[src/eecnt_defs.vh]
// Constants for the E1 error counter and error insertion block.
`ifndef EECNT_DEFS_VH
`define EECNT_DEFS_VH
`define EECNT_A_PRBS    5'h10
`define EECNT_A_PMF     5'h11
`define EECNT_A_FEBE_A  5'h13
`define EECNT_A_FEBE_B  5'h14
`define EECNT_A_JIT     5'h15
`define EECNT_A_OVF     5'h16
`define EECNT_A_FLOSS   5'h17
`define EECNT_A_ABIT    5'h18
`define EECNT_A_AWORD   5'h1a
`define EECNT_A_LCV_L   5'h1c
`define EECNT_A_LCV_H   5'h1d
`define EECNT_A_CRC_A   5'h1e
`define EECNT_A_CRC_B   5'h1f
`define EECNT_OVF_PRBS  0
`define EECNT_OVF_FEBE  1
`define EECNT_OVF_JIT   2
`define EECNT_OVF_FLOSS 3
`define EECNT_OVF_ABIT  4
`define EECNT_OVF_AWORD 5
`define EECNT_OVF_LCV   6
`define EECNT_OVF_CRC   7
`define EECNT_ZERO8     8'h00
`define EECNT_ZERO10    10'h000
`define EECNT_ZERO16    16'h0000
`endif

[src/eecnt_top.v]
// E1 receive error counters, one-second snapshots and transmit error insertion.
`include "eecnt_defs.vh"
`default_nettype none
module eecnt_top (
    // Clock and reset
    input  wire        clk,
    input  wire        rst_n,
    // Counter page microport
    input  wire [4:0]  cnt_addr,
    input  wire        cnt_wr,
    input  wire        cnt_rd,
    input  wire [7:0]  cnt_wdata,
    output reg  [7:0]  cnt_rdata,
    // Snapshot page microport
    input  wire [4:0]  snap_addr,
    output reg  [7:0]  snap_rdata,
    // Control bits
    input  wire        counter_clear,
    input  wire        one_second,
    input  wire [10:0] irq_mask,
    input  wire        inject_line_code_error,
    input  wire        inject_checksum_error,
    input  wire        inject_alignment_word_error,
    input  wire        inject_non_alignment_word_error,
    input  wire        inject_payload_error,
    input  wire        inject_signal_loss,
    // Receive error events, one-cycle pulses
    input  wire        prbs_err,
    input  wire        rx_multiframe,
    input  wire        ebit_err,
    input  wire        jitter_margin,
    input  wire        frame_loss,
    input  wire [2:0]  fas_bit_errs,
    input  wire        lcv_err,
    input  wire        crc_err,
    // Transmit path
    input  wire        hdb3_pos,
    input  wire        hdb3_neg,
    output wire        tx_pos,
    output wire        tx_neg,
    output wire        tx_bpv_req,
    output wire        tx_crc_req,
    output wire        tx_fas_req,
    output wire        tx_nfas_req,
    output wire        tx_payload_req,
    // Interrupt
    output reg  [10:0] irq_status,
    output wire        irq_n
);

    // ****************************************
    // Counters
    // ****************************************
    reg  [7:0]  prbs_error_count;
    reg  [7:0]  prbs_multiframe_count;
    reg  [9:0]  far_end_block_error_count;
    reg  [7:0]  jitter_fifo_margin_count;
    reg  [7:0]  frame_loss_count;
    reg  [7:0]  alignment_bit_error_count;
    reg  [7:0]  errored_alignment_word_count;
    reg  [15:0] bipolar_violation_count;
    reg  [9:0]  crc_error_count;
    reg  [7:0]  counter_overflow_latch;
    reg  [7:0]  snap_febe_a;
    reg  [7:0]  snap_febe_b;
    reg  [7:0]  snap_aword;
    reg  [15:0] snap_lcv;
    reg  [7:0]  snap_crc_a;
    reg  [7:0]  snap_crc_b;
    reg         one_second_d;

    wire wr_prbs  = cnt_wr && (cnt_addr == `EECNT_A_PRBS);
    wire wr_pmf   = cnt_wr && (cnt_addr == `EECNT_A_PMF);
    wire wr_feba  = cnt_wr && (cnt_addr == `EECNT_A_FEBE_A);
    wire wr_febb  = cnt_wr && (cnt_addr == `EECNT_A_FEBE_B);
    wire wr_jit   = cnt_wr && (cnt_addr == `EECNT_A_JIT);
    wire wr_floss = cnt_wr && (cnt_addr == `EECNT_A_FLOSS);
    wire wr_abit  = cnt_wr && (cnt_addr == `EECNT_A_ABIT);
    wire wr_aword = cnt_wr && (cnt_addr == `EECNT_A_AWORD);
    wire wr_lcvl  = cnt_wr && (cnt_addr == `EECNT_A_LCV_L);
    wire wr_lcvh  = cnt_wr && (cnt_addr == `EECNT_A_LCV_H);
    wire wr_crca  = cnt_wr && (cnt_addr == `EECNT_A_CRC_A);
    wire wr_crcb  = cnt_wr && (cnt_addr == `EECNT_A_CRC_B);
    wire rd_ovf   = cnt_rd && (cnt_addr == `EECNT_A_OVF);

    // Increment qualified so that a host write in the same cycle wins.
    // A held clear also blocks counting, so no overflow or event is reported from it.
    wire live      = !counter_clear;
    wire inc_prbs  = live && prbs_err && !wr_prbs;
    wire inc_pmf   = live && rx_multiframe && !wr_pmf && !wr_prbs;
    wire inc_febe  = live && ebit_err && !wr_feba && !wr_febb;
    wire inc_jit   = live && jitter_margin && !wr_jit;
    wire inc_floss = live && frame_loss && !wr_floss;
    wire inc_abit  = live && (fas_bit_errs != 3'h0) && !wr_abit;
    wire inc_aword = live && (fas_bit_errs != 3'h0) && !wr_aword;
    wire inc_lcv   = live && lcv_err && !wr_lcvl && !wr_lcvh;
    wire inc_crc   = live && crc_err && !wr_crca && !wr_crcb;

    wire [7:0]  abit_sum  = alignment_bit_error_count + {5'h00, fas_bit_errs};
    wire        abit_wrap = inc_abit && (abit_sum < alignment_bit_error_count);
    wire        abit_tog  = inc_abit && (abit_sum[0] != alignment_bit_error_count[0]);

    wire [7:0] ovf_ev;
    assign ovf_ev[`EECNT_OVF_PRBS]  = inc_prbs  && (prbs_error_count == 8'hff);
    assign ovf_ev[`EECNT_OVF_FEBE]  = inc_febe  && (far_end_block_error_count == 10'h3ff);
    assign ovf_ev[`EECNT_OVF_JIT]   = inc_jit   && (jitter_fifo_margin_count == 8'hff);
    assign ovf_ev[`EECNT_OVF_FLOSS] = inc_floss && (frame_loss_count == 8'hff);
    assign ovf_ev[`EECNT_OVF_ABIT]  = abit_wrap;
    assign ovf_ev[`EECNT_OVF_AWORD] = inc_aword && (errored_alignment_word_count == 8'hff);
    assign ovf_ev[`EECNT_OVF_LCV]   = inc_lcv   && (bipolar_violation_count == 16'hffff);
    assign ovf_ev[`EECNT_OVF_CRC]   = inc_crc   && (crc_error_count == 10'h3ff);

    // Counters wrap naturally at their width; each one has a process of its own.
    always @(posedge clk)
    begin
        if (!rst_n || counter_clear)
        begin
            prbs_error_count <= `EECNT_ZERO8;
        end
        else if (wr_prbs)
        begin
            prbs_error_count <= cnt_wdata;
        end
        else if (inc_prbs)
        begin
            prbs_error_count <= prbs_error_count + 8'h01;
        end
    end

    always @(posedge clk)
    begin
        if (!rst_n || counter_clear)
        begin
            prbs_multiframe_count <= `EECNT_ZERO8;
        end
        else if (wr_prbs)
        begin
            prbs_multiframe_count <= `EECNT_ZERO8;
        end
        else if (wr_pmf)
        begin
            prbs_multiframe_count <= cnt_wdata;
        end
        else if (inc_pmf)
        begin
            prbs_multiframe_count <= prbs_multiframe_count + 8'h01;
        end
    end

    always @(posedge clk)
    begin
        if (!rst_n || counter_clear)
        begin
            far_end_block_error_count <= `EECNT_ZERO10;
        end
        else if (wr_feba)
        begin
            far_end_block_error_count[7:0] <= cnt_wdata;
        end
        else if (wr_febb)
        begin
            far_end_block_error_count[9:8] <= cnt_wdata[1:0];
        end
        else if (inc_febe)
        begin
            far_end_block_error_count <= far_end_block_error_count + 10'h001;
        end
    end

    always @(posedge clk)
    begin
        if (!rst_n || counter_clear)
        begin
            jitter_fifo_margin_count <= `EECNT_ZERO8;
        end
        else if (wr_jit)
        begin
            jitter_fifo_margin_count <= cnt_wdata;
        end
        else if (inc_jit)
        begin
            jitter_fifo_margin_count <= jitter_fifo_margin_count + 8'h01;
        end
    end

    always @(posedge clk)
    begin
        if (!rst_n || counter_clear)
        begin
            frame_loss_count <= `EECNT_ZERO8;
        end
        else if (wr_floss)
        begin
            frame_loss_count <= cnt_wdata;
        end
        else if (inc_floss)
        begin
            frame_loss_count <= frame_loss_count + 8'h01;
        end
    end

    always @(posedge clk)
    begin
        if (!rst_n || counter_clear)
        begin
            alignment_bit_error_count <= `EECNT_ZERO8;
        end
        else if (wr_abit)
        begin
            alignment_bit_error_count <= cnt_wdata;
        end
        else if (inc_abit)
        begin
            alignment_bit_error_count <= abit_sum;
        end
    end

    always @(posedge clk)
    begin
        if (!rst_n || counter_clear)
        begin
            errored_alignment_word_count <= `EECNT_ZERO8;
        end
        else if (wr_aword)
        begin
            errored_alignment_word_count <= cnt_wdata;
        end
        else if (inc_aword)
        begin
            errored_alignment_word_count <= errored_alignment_word_count + 8'h01;
        end
    end

    // Each byte is written on its own; low first keeps a carry from corrupting high.
    always @(posedge clk)
    begin
        if (!rst_n || counter_clear)
        begin
            bipolar_violation_count <= `EECNT_ZERO16;
        end
        else if (wr_lcvl)
        begin
            bipolar_violation_count[7:0] <= cnt_wdata;
        end
        else if (wr_lcvh)
        begin
            bipolar_violation_count[15:8] <= cnt_wdata;
        end
        else if (inc_lcv)
        begin
            bipolar_violation_count <= bipolar_violation_count + 16'h0001;
        end
    end

    always @(posedge clk)
    begin
        if (!rst_n || counter_clear)
        begin
            crc_error_count <= `EECNT_ZERO10;
        end
        else if (wr_crca)
        begin
            crc_error_count[7:0] <= cnt_wdata;
        end
        else if (wr_crcb)
        begin
            crc_error_count[9:8] <= cnt_wdata[1:0];
        end
        else if (inc_crc)
        begin
            crc_error_count <= crc_error_count + 10'h001;
        end
    end

    // ****************************************
    // Overflow latch and snapshots
    // ****************************************
    always @(posedge clk)
    begin
        if (!rst_n)
            counter_overflow_latch <= `EECNT_ZERO8;
        else if (rd_ovf)
            counter_overflow_latch <= ovf_ev;
        else
            counter_overflow_latch <= counter_overflow_latch | ovf_ev;
    end

    always @(posedge clk)
    begin
        if (!rst_n)
        begin
            one_second_d <= 1'b0;
            snap_febe_a  <= `EECNT_ZERO8;
            snap_febe_b  <= `EECNT_ZERO8;
            snap_aword   <= `EECNT_ZERO8;
            snap_lcv     <= `EECNT_ZERO16;
            snap_crc_a   <= `EECNT_ZERO8;
            snap_crc_b   <= `EECNT_ZERO8;
        end
        else
        begin
            one_second_d <= one_second;
            if (one_second && !one_second_d)
            begin
                snap_febe_a <= far_end_block_error_count[7:0];
                snap_febe_b <= {6'h00, far_end_block_error_count[9:8]};
                snap_aword  <= errored_alignment_word_count;
                snap_lcv    <= bipolar_violation_count;
                snap_crc_a  <= crc_error_count[7:0];
                snap_crc_b  <= {6'h00, crc_error_count[9:8]};
            end
        end
    end

    // ****************************************
    // Read data
    // ****************************************
    always @(posedge clk)
    begin
        if (!rst_n)
        begin
            cnt_rdata  <= `EECNT_ZERO8;
            snap_rdata <= `EECNT_ZERO8;
        end
        else
        begin
            case (cnt_addr)
                `EECNT_A_PRBS:   cnt_rdata <= prbs_error_count;
                `EECNT_A_PMF:    cnt_rdata <= prbs_multiframe_count;
                `EECNT_A_FEBE_A: cnt_rdata <= far_end_block_error_count[7:0];
                `EECNT_A_FEBE_B: cnt_rdata <= {6'h00, far_end_block_error_count[9:8]};
                `EECNT_A_JIT:    cnt_rdata <= jitter_fifo_margin_count;
                `EECNT_A_OVF:    cnt_rdata <= counter_overflow_latch | ovf_ev;
                `EECNT_A_FLOSS:  cnt_rdata <= frame_loss_count;
                `EECNT_A_ABIT:   cnt_rdata <= alignment_bit_error_count;
                `EECNT_A_AWORD:  cnt_rdata <= errored_alignment_word_count;
                `EECNT_A_LCV_L:  cnt_rdata <= bipolar_violation_count[7:0];
                `EECNT_A_LCV_H:  cnt_rdata <= bipolar_violation_count[15:8];
                `EECNT_A_CRC_A:  cnt_rdata <= crc_error_count[7:0];
                `EECNT_A_CRC_B:  cnt_rdata <= {6'h00, crc_error_count[9:8]};
                default:         cnt_rdata <= `EECNT_ZERO8;
            endcase
            case (snap_addr)
                `EECNT_A_FEBE_A: snap_rdata <= snap_febe_a;
                `EECNT_A_FEBE_B: snap_rdata <= snap_febe_b;
                `EECNT_A_AWORD:  snap_rdata <= snap_aword;
                `EECNT_A_LCV_L:  snap_rdata <= snap_lcv[7:0];
                `EECNT_A_LCV_H:  snap_rdata <= snap_lcv[15:8];
                `EECNT_A_CRC_A:  snap_rdata <= snap_crc_a;
                `EECNT_A_CRC_B:  snap_rdata <= snap_crc_b;
                default:         snap_rdata <= `EECNT_ZERO8;
            endcase
        end
    end

    // ****************************************
    // Interrupts
    // ****************************************
    // Status bits are one-cycle event flags; acknowledgement lives in the vector logic outside.
    wire [10:0] irq_ev;
    assign irq_ev[0]  = ovf_ev[`EECNT_OVF_PRBS];
    assign irq_ev[1]  = inc_febe;
    assign irq_ev[2]  = ovf_ev[`EECNT_OVF_FEBE];
    assign irq_ev[3]  = abit_tog;
    assign irq_ev[4]  = abit_wrap;
    assign irq_ev[5]  = inc_aword;
    assign irq_ev[6]  = ovf_ev[`EECNT_OVF_AWORD];
    assign irq_ev[7]  = inc_lcv;
    assign irq_ev[8]  = ovf_ev[`EECNT_OVF_LCV];
    assign irq_ev[9]  = inc_crc;
    assign irq_ev[10] = ovf_ev[`EECNT_OVF_CRC];

    always @(posedge clk)
    begin
        if (!rst_n)
            irq_status <= 11'h000;
        else
            irq_status <= irq_ev & irq_mask;
    end
    assign irq_n = ~(|irq_status);

    // ****************************************
    // Transmit error insertion
    // ****************************************
    assign tx_bpv_req     = inject_line_code_error;
    assign tx_crc_req     = inject_checksum_error;
    assign tx_fas_req     = inject_alignment_word_error;
    assign tx_nfas_req    = inject_non_alignment_word_error;
    assign tx_payload_req = inject_payload_error;
    assign tx_pos = inject_signal_loss ? 1'b0 : hdb3_pos;
    assign tx_neg = inject_signal_loss ? 1'b0 : hdb3_neg;

endmodule // eecnt_top
`default_nettype wire

[config.mk]
export PLATFORM = sky130hd
export DESIGN_NAME = eecnt_top
export DESIGN_NICKNAME = d
export VERILOG_FILES = /design/src/eecnt_top.v
export VERILOG_INCLUDE_DIRS = /design/src
export SDC_FILE = /design/constraint.sdc
export NUM_CORES = 1
export LEC_CHECK = 0
export BUFFER_PORTS_ARGS = -buffer_cell sky130_fd_sc_hd__buf_2
export CORE_MARGIN = 2
export CORE_UTILIZATION = 40
export CTS_BUF_LIST = sky130_fd_sc_hd__clkbuf_4
export DETAILED_ROUTE_END_ITERATION = 6
export PLACE_DENSITY = 0.63
export SETUP_SLACK_MARGIN = 0.15
export SLEW_MARGIN = 20
export SYNTH_ARGS = -nofsm -noshare
export SYNTH_HDL_FRONTEND = slang
export SYNTH_SLANG_ARGS = --single-unit
[constraint.sdc]
create_clock -name clk -period 5.7 [get_ports clk]
set_input_delay 1.14 -clock clk [delete_from_list [all_inputs] [get_ports clk]]
set_output_delay 1.14 -clock clk [all_outputs]
set_load 0.01 [all_outputs]
==> results.toml <==
[outcome]
outcome = "finished with violations"
failed_checks = "design-rule violations"

[placement]
hpwl_mm = 20.0
place_ws_ns = 1.86
place.gp.congestion = 0.996
io_buffers = 77

[critical_path]
path_cells = "buf_2 -> ha_1 -> fa_1 -> a21oi_1 -> nor2b_1 -> and3_2 -> ha_1 -> xor2_1 -> a21boi_1 -> or4_4 -> a221oi_2"
cpPeakStageDelay_ns = 0.55
slowest_stage = "or4_4"
crit_path_start_kind = "primary input"
path_max_fanout = 3
cp.required_ns = 6.20
r2r_start = "alignment_bit_error_count[0]"
crit_top_cell = "ha_1"
worstSetupEndpointType = "flop"
path_class = "primary input to flop"
arrival_ns = 3.77
crit_start = "fas_bit_errs[0]"

[cells_and_area]
drive_gt1_share_pct = 12.2
area_growth_pct = 9.17
fillers = 2251
fin_nets = 1167

[worst_hold_path]
min_from = "counter_overflow_latch[4]"
hp-class = "flop to flop"

[sta]
worst_slack_ns = 2.43
tns_ns = 0
period_minus_slack_ns = 3.27
clock_skew_ns = 0.0185
drv_slew = 0
slew_headroom_pct = 30.4
setup_viol = 0
rsz0062_at_grt = "false"
clock.fmax_mhz = 306
tightestPinTransition_ns = 1.04
timing.final.crit_share_pct = 57.3
hold_violations = 0

[cts]
hold_buffers = 0
htree_levels = 4
cts_tree = "done"
post_cts_buffers = 0
clock_path_buffers = 2
clkSlewWorstSetupHoldPaths_ns = 0.13
cts_made_buffers = 17
clk_latency_ns = 0.59
clock_sinks = 164
cts_resized = 0
cts_root_buffer = "clkbuf_4"

[grt]
grt_first_pass_wirelength_mm = 45.1
grt_usage_pct = 24.7
antenna_found_initial = 3
grt_max_degree = 55
grt_overflow = 0
grt_pass1_vias = 7672

[detailed_routing]
viasPerCell = 5.91
wl_met2_mm = 13.1
drt_pass1_iterations = 6
routed-wl-met3_mm = 2.23
via_count = 8236
drc = 1
detail_route.wl_per_cell_um = 20.6
met1_length_mm = 12.4
detail-route-antenna-nets = 0
routed_wl_mm = 28.7
topRoutingLayerUsed = "met5"
drt-initial-drc-count = 965

[synth]
yosysMostFrequentCell = "dfxtp_1"
ys_warn_count = 0
ys.flop_type = "dfxtp_1"
netlist_instances = 1070
synth_area_leader_cell = "dfxtp_1"
syn-num-nets = 1138
avgSynthCellArea_um2 = 8.18
netlist_area_um2 = 8750
synth_edf_count = 0
ys_ff_latch = 164
synth_top_cells_by_area = "dfxtp_1, nand2_1, a21boi_0"
ys_seq_area_share_pct = 37.5
synth_top_cells_by_count = "dfxtp_1, nand2_1, nor2_1, a21oi_1, o21ai_0"
ys_types = 74
async_reset_ff_share_pct = 0
synth_top_area_share_pct = 37.5

[die]
initial_core_util_pct = 40.5
die_y_um = 152
core_area_um2 = 21600
rows = 54
ios = 88
die_area_um2 = 23100
die_w_um = 152

[power_and_ir_drop]
power_density_nw_per_um2 = 225
leakagePower_nw = 3.25
ir_drop_mv = 0.196

[run]
cap_violations = 0
==> worst max-delay path, delay by kind of cell <==
kind | cells | cell delay (ns)
AO/OA/AOI/OAI | 3 | 0.57
AND/OR/NAND/NOR | 3 | 0.83
XOR/XNOR | 1 | 0.16
buffers and inverters | 1 | 0.11
adder cells (fa/ha/maj) | 3 | 0.95
==> layout make-up <==
cell class / count / area (µm²) / share of cell area, %
Clock inverter: 14 / 185 / 1.94
Timing Repair Buffer: 84 / 438 / 4.59
Antenna cell: 2 / 5.00 / 0.0524
Tap cell: 280 / 350 / 3.67
Sequential cell: 164 / 3280 / 34.4
Clock buffer: 17 / 128 / 1.34
Inverter: 11 / 41.3 / 0.432
Multi-Input combinational cell: 821 / 5120 / 53.6
==> cell families (layout without fill, tap and decap cells) <==
kind of cell,count (synthesis),in the layout,synth area share (%)
flip-flops,164,164,37.5
other,0,2,0
multiplexers,26,26,3.02
AO/OA/AOI/OAI,300,300,23.2
XOR/XNOR,54,54,5.41
buffers and inverters,85,126,4.10
AND/OR/NAND/NOR,426,426,24.5
adder cells (fa/ha/maj),15,15,2.23
==> worst paths after layout <==
check | to | slack [ns] | cells past startpoint
setup / recovery | cnt_rdata[4] | 2.43 | 11
hold / removal | counter_overflow_latch[4] | 0.47 | 2
hold reg to reg | counter_overflow_latch[4] | 0.47 | 2
setup reg to reg | cnt_rdata[4] | 2.66 | 10
==> cells in the final DEF (no fill, tap or decap), types with 5 or more instances in the layout <==
cell type  instances
nand3_1           20
o211ai_1          10
nor4bb_1           5
a221oi_1           6
and4_1            11
a311oi_1           9
inv_1             11
nor2b_1           19
buf_2             77
a22oi_1           20
xnor2_1           18
nor3_1            21
ha_1              14
nand2b_1           9
xor2_1            36
o21ai_0           48
nor2_1            86
nor4_1             8
nor3b_1            5
a21boi_0          46
nand4_1           23
dfxtp_1          164
and2_1             7
a22o_1             7
a21oi_1           66
a31oi_1            8
nand2_1          156
mux2i_1           23
clkbuf_4          17
and3_1            22
a211oi_1          40
buf_4              7
or3_1              8
==> where the power goes <==
part           total, W  leakage (nW)  internal (W)  switching [W]
Clock          0.000775         0.167      0.000343       0.000432
Sequential      0.00118          1.32       0.00116      0.0000175
Combinational  0.000202          1.76     0.0000650       0.000137
Total           0.00215          3.25       0.00157       0.000586
==> flip-flops by register name, indices dropped and copies added (netlist names), 10 cells and up <==
name and flops:
bipolar_violation_count 16, snap_lcv 16, irq_status 11, crc_error_count 10
far_end_block_error_count 10
==> metal layers <==
layer	GRT usage, %	vias up
li1	-	3943
met1	33.9	3845
met2	39.1	385
met3	4.73	61
met4	8.63	2
met5	0	-
==> stage by stage <==
stage	area [µm²]	power [W]	hold WS [ns]	std cells	utilization (%)
final	9550	0.00215	0.468	1393	44.2
after global routing	9550	0.00224	0.493	1392	44.2
after CTS	9540	0.00216	0.467	1391	44.1
after detailed placement	9220	0.00140	0.448	1360	42.7
after global placement	9220	0.00140	0.450	1360	42.7
after floorplan	8750	0.00133	0.435	1070	-
No activity file was read; power rests on OpenSTA's default activity.
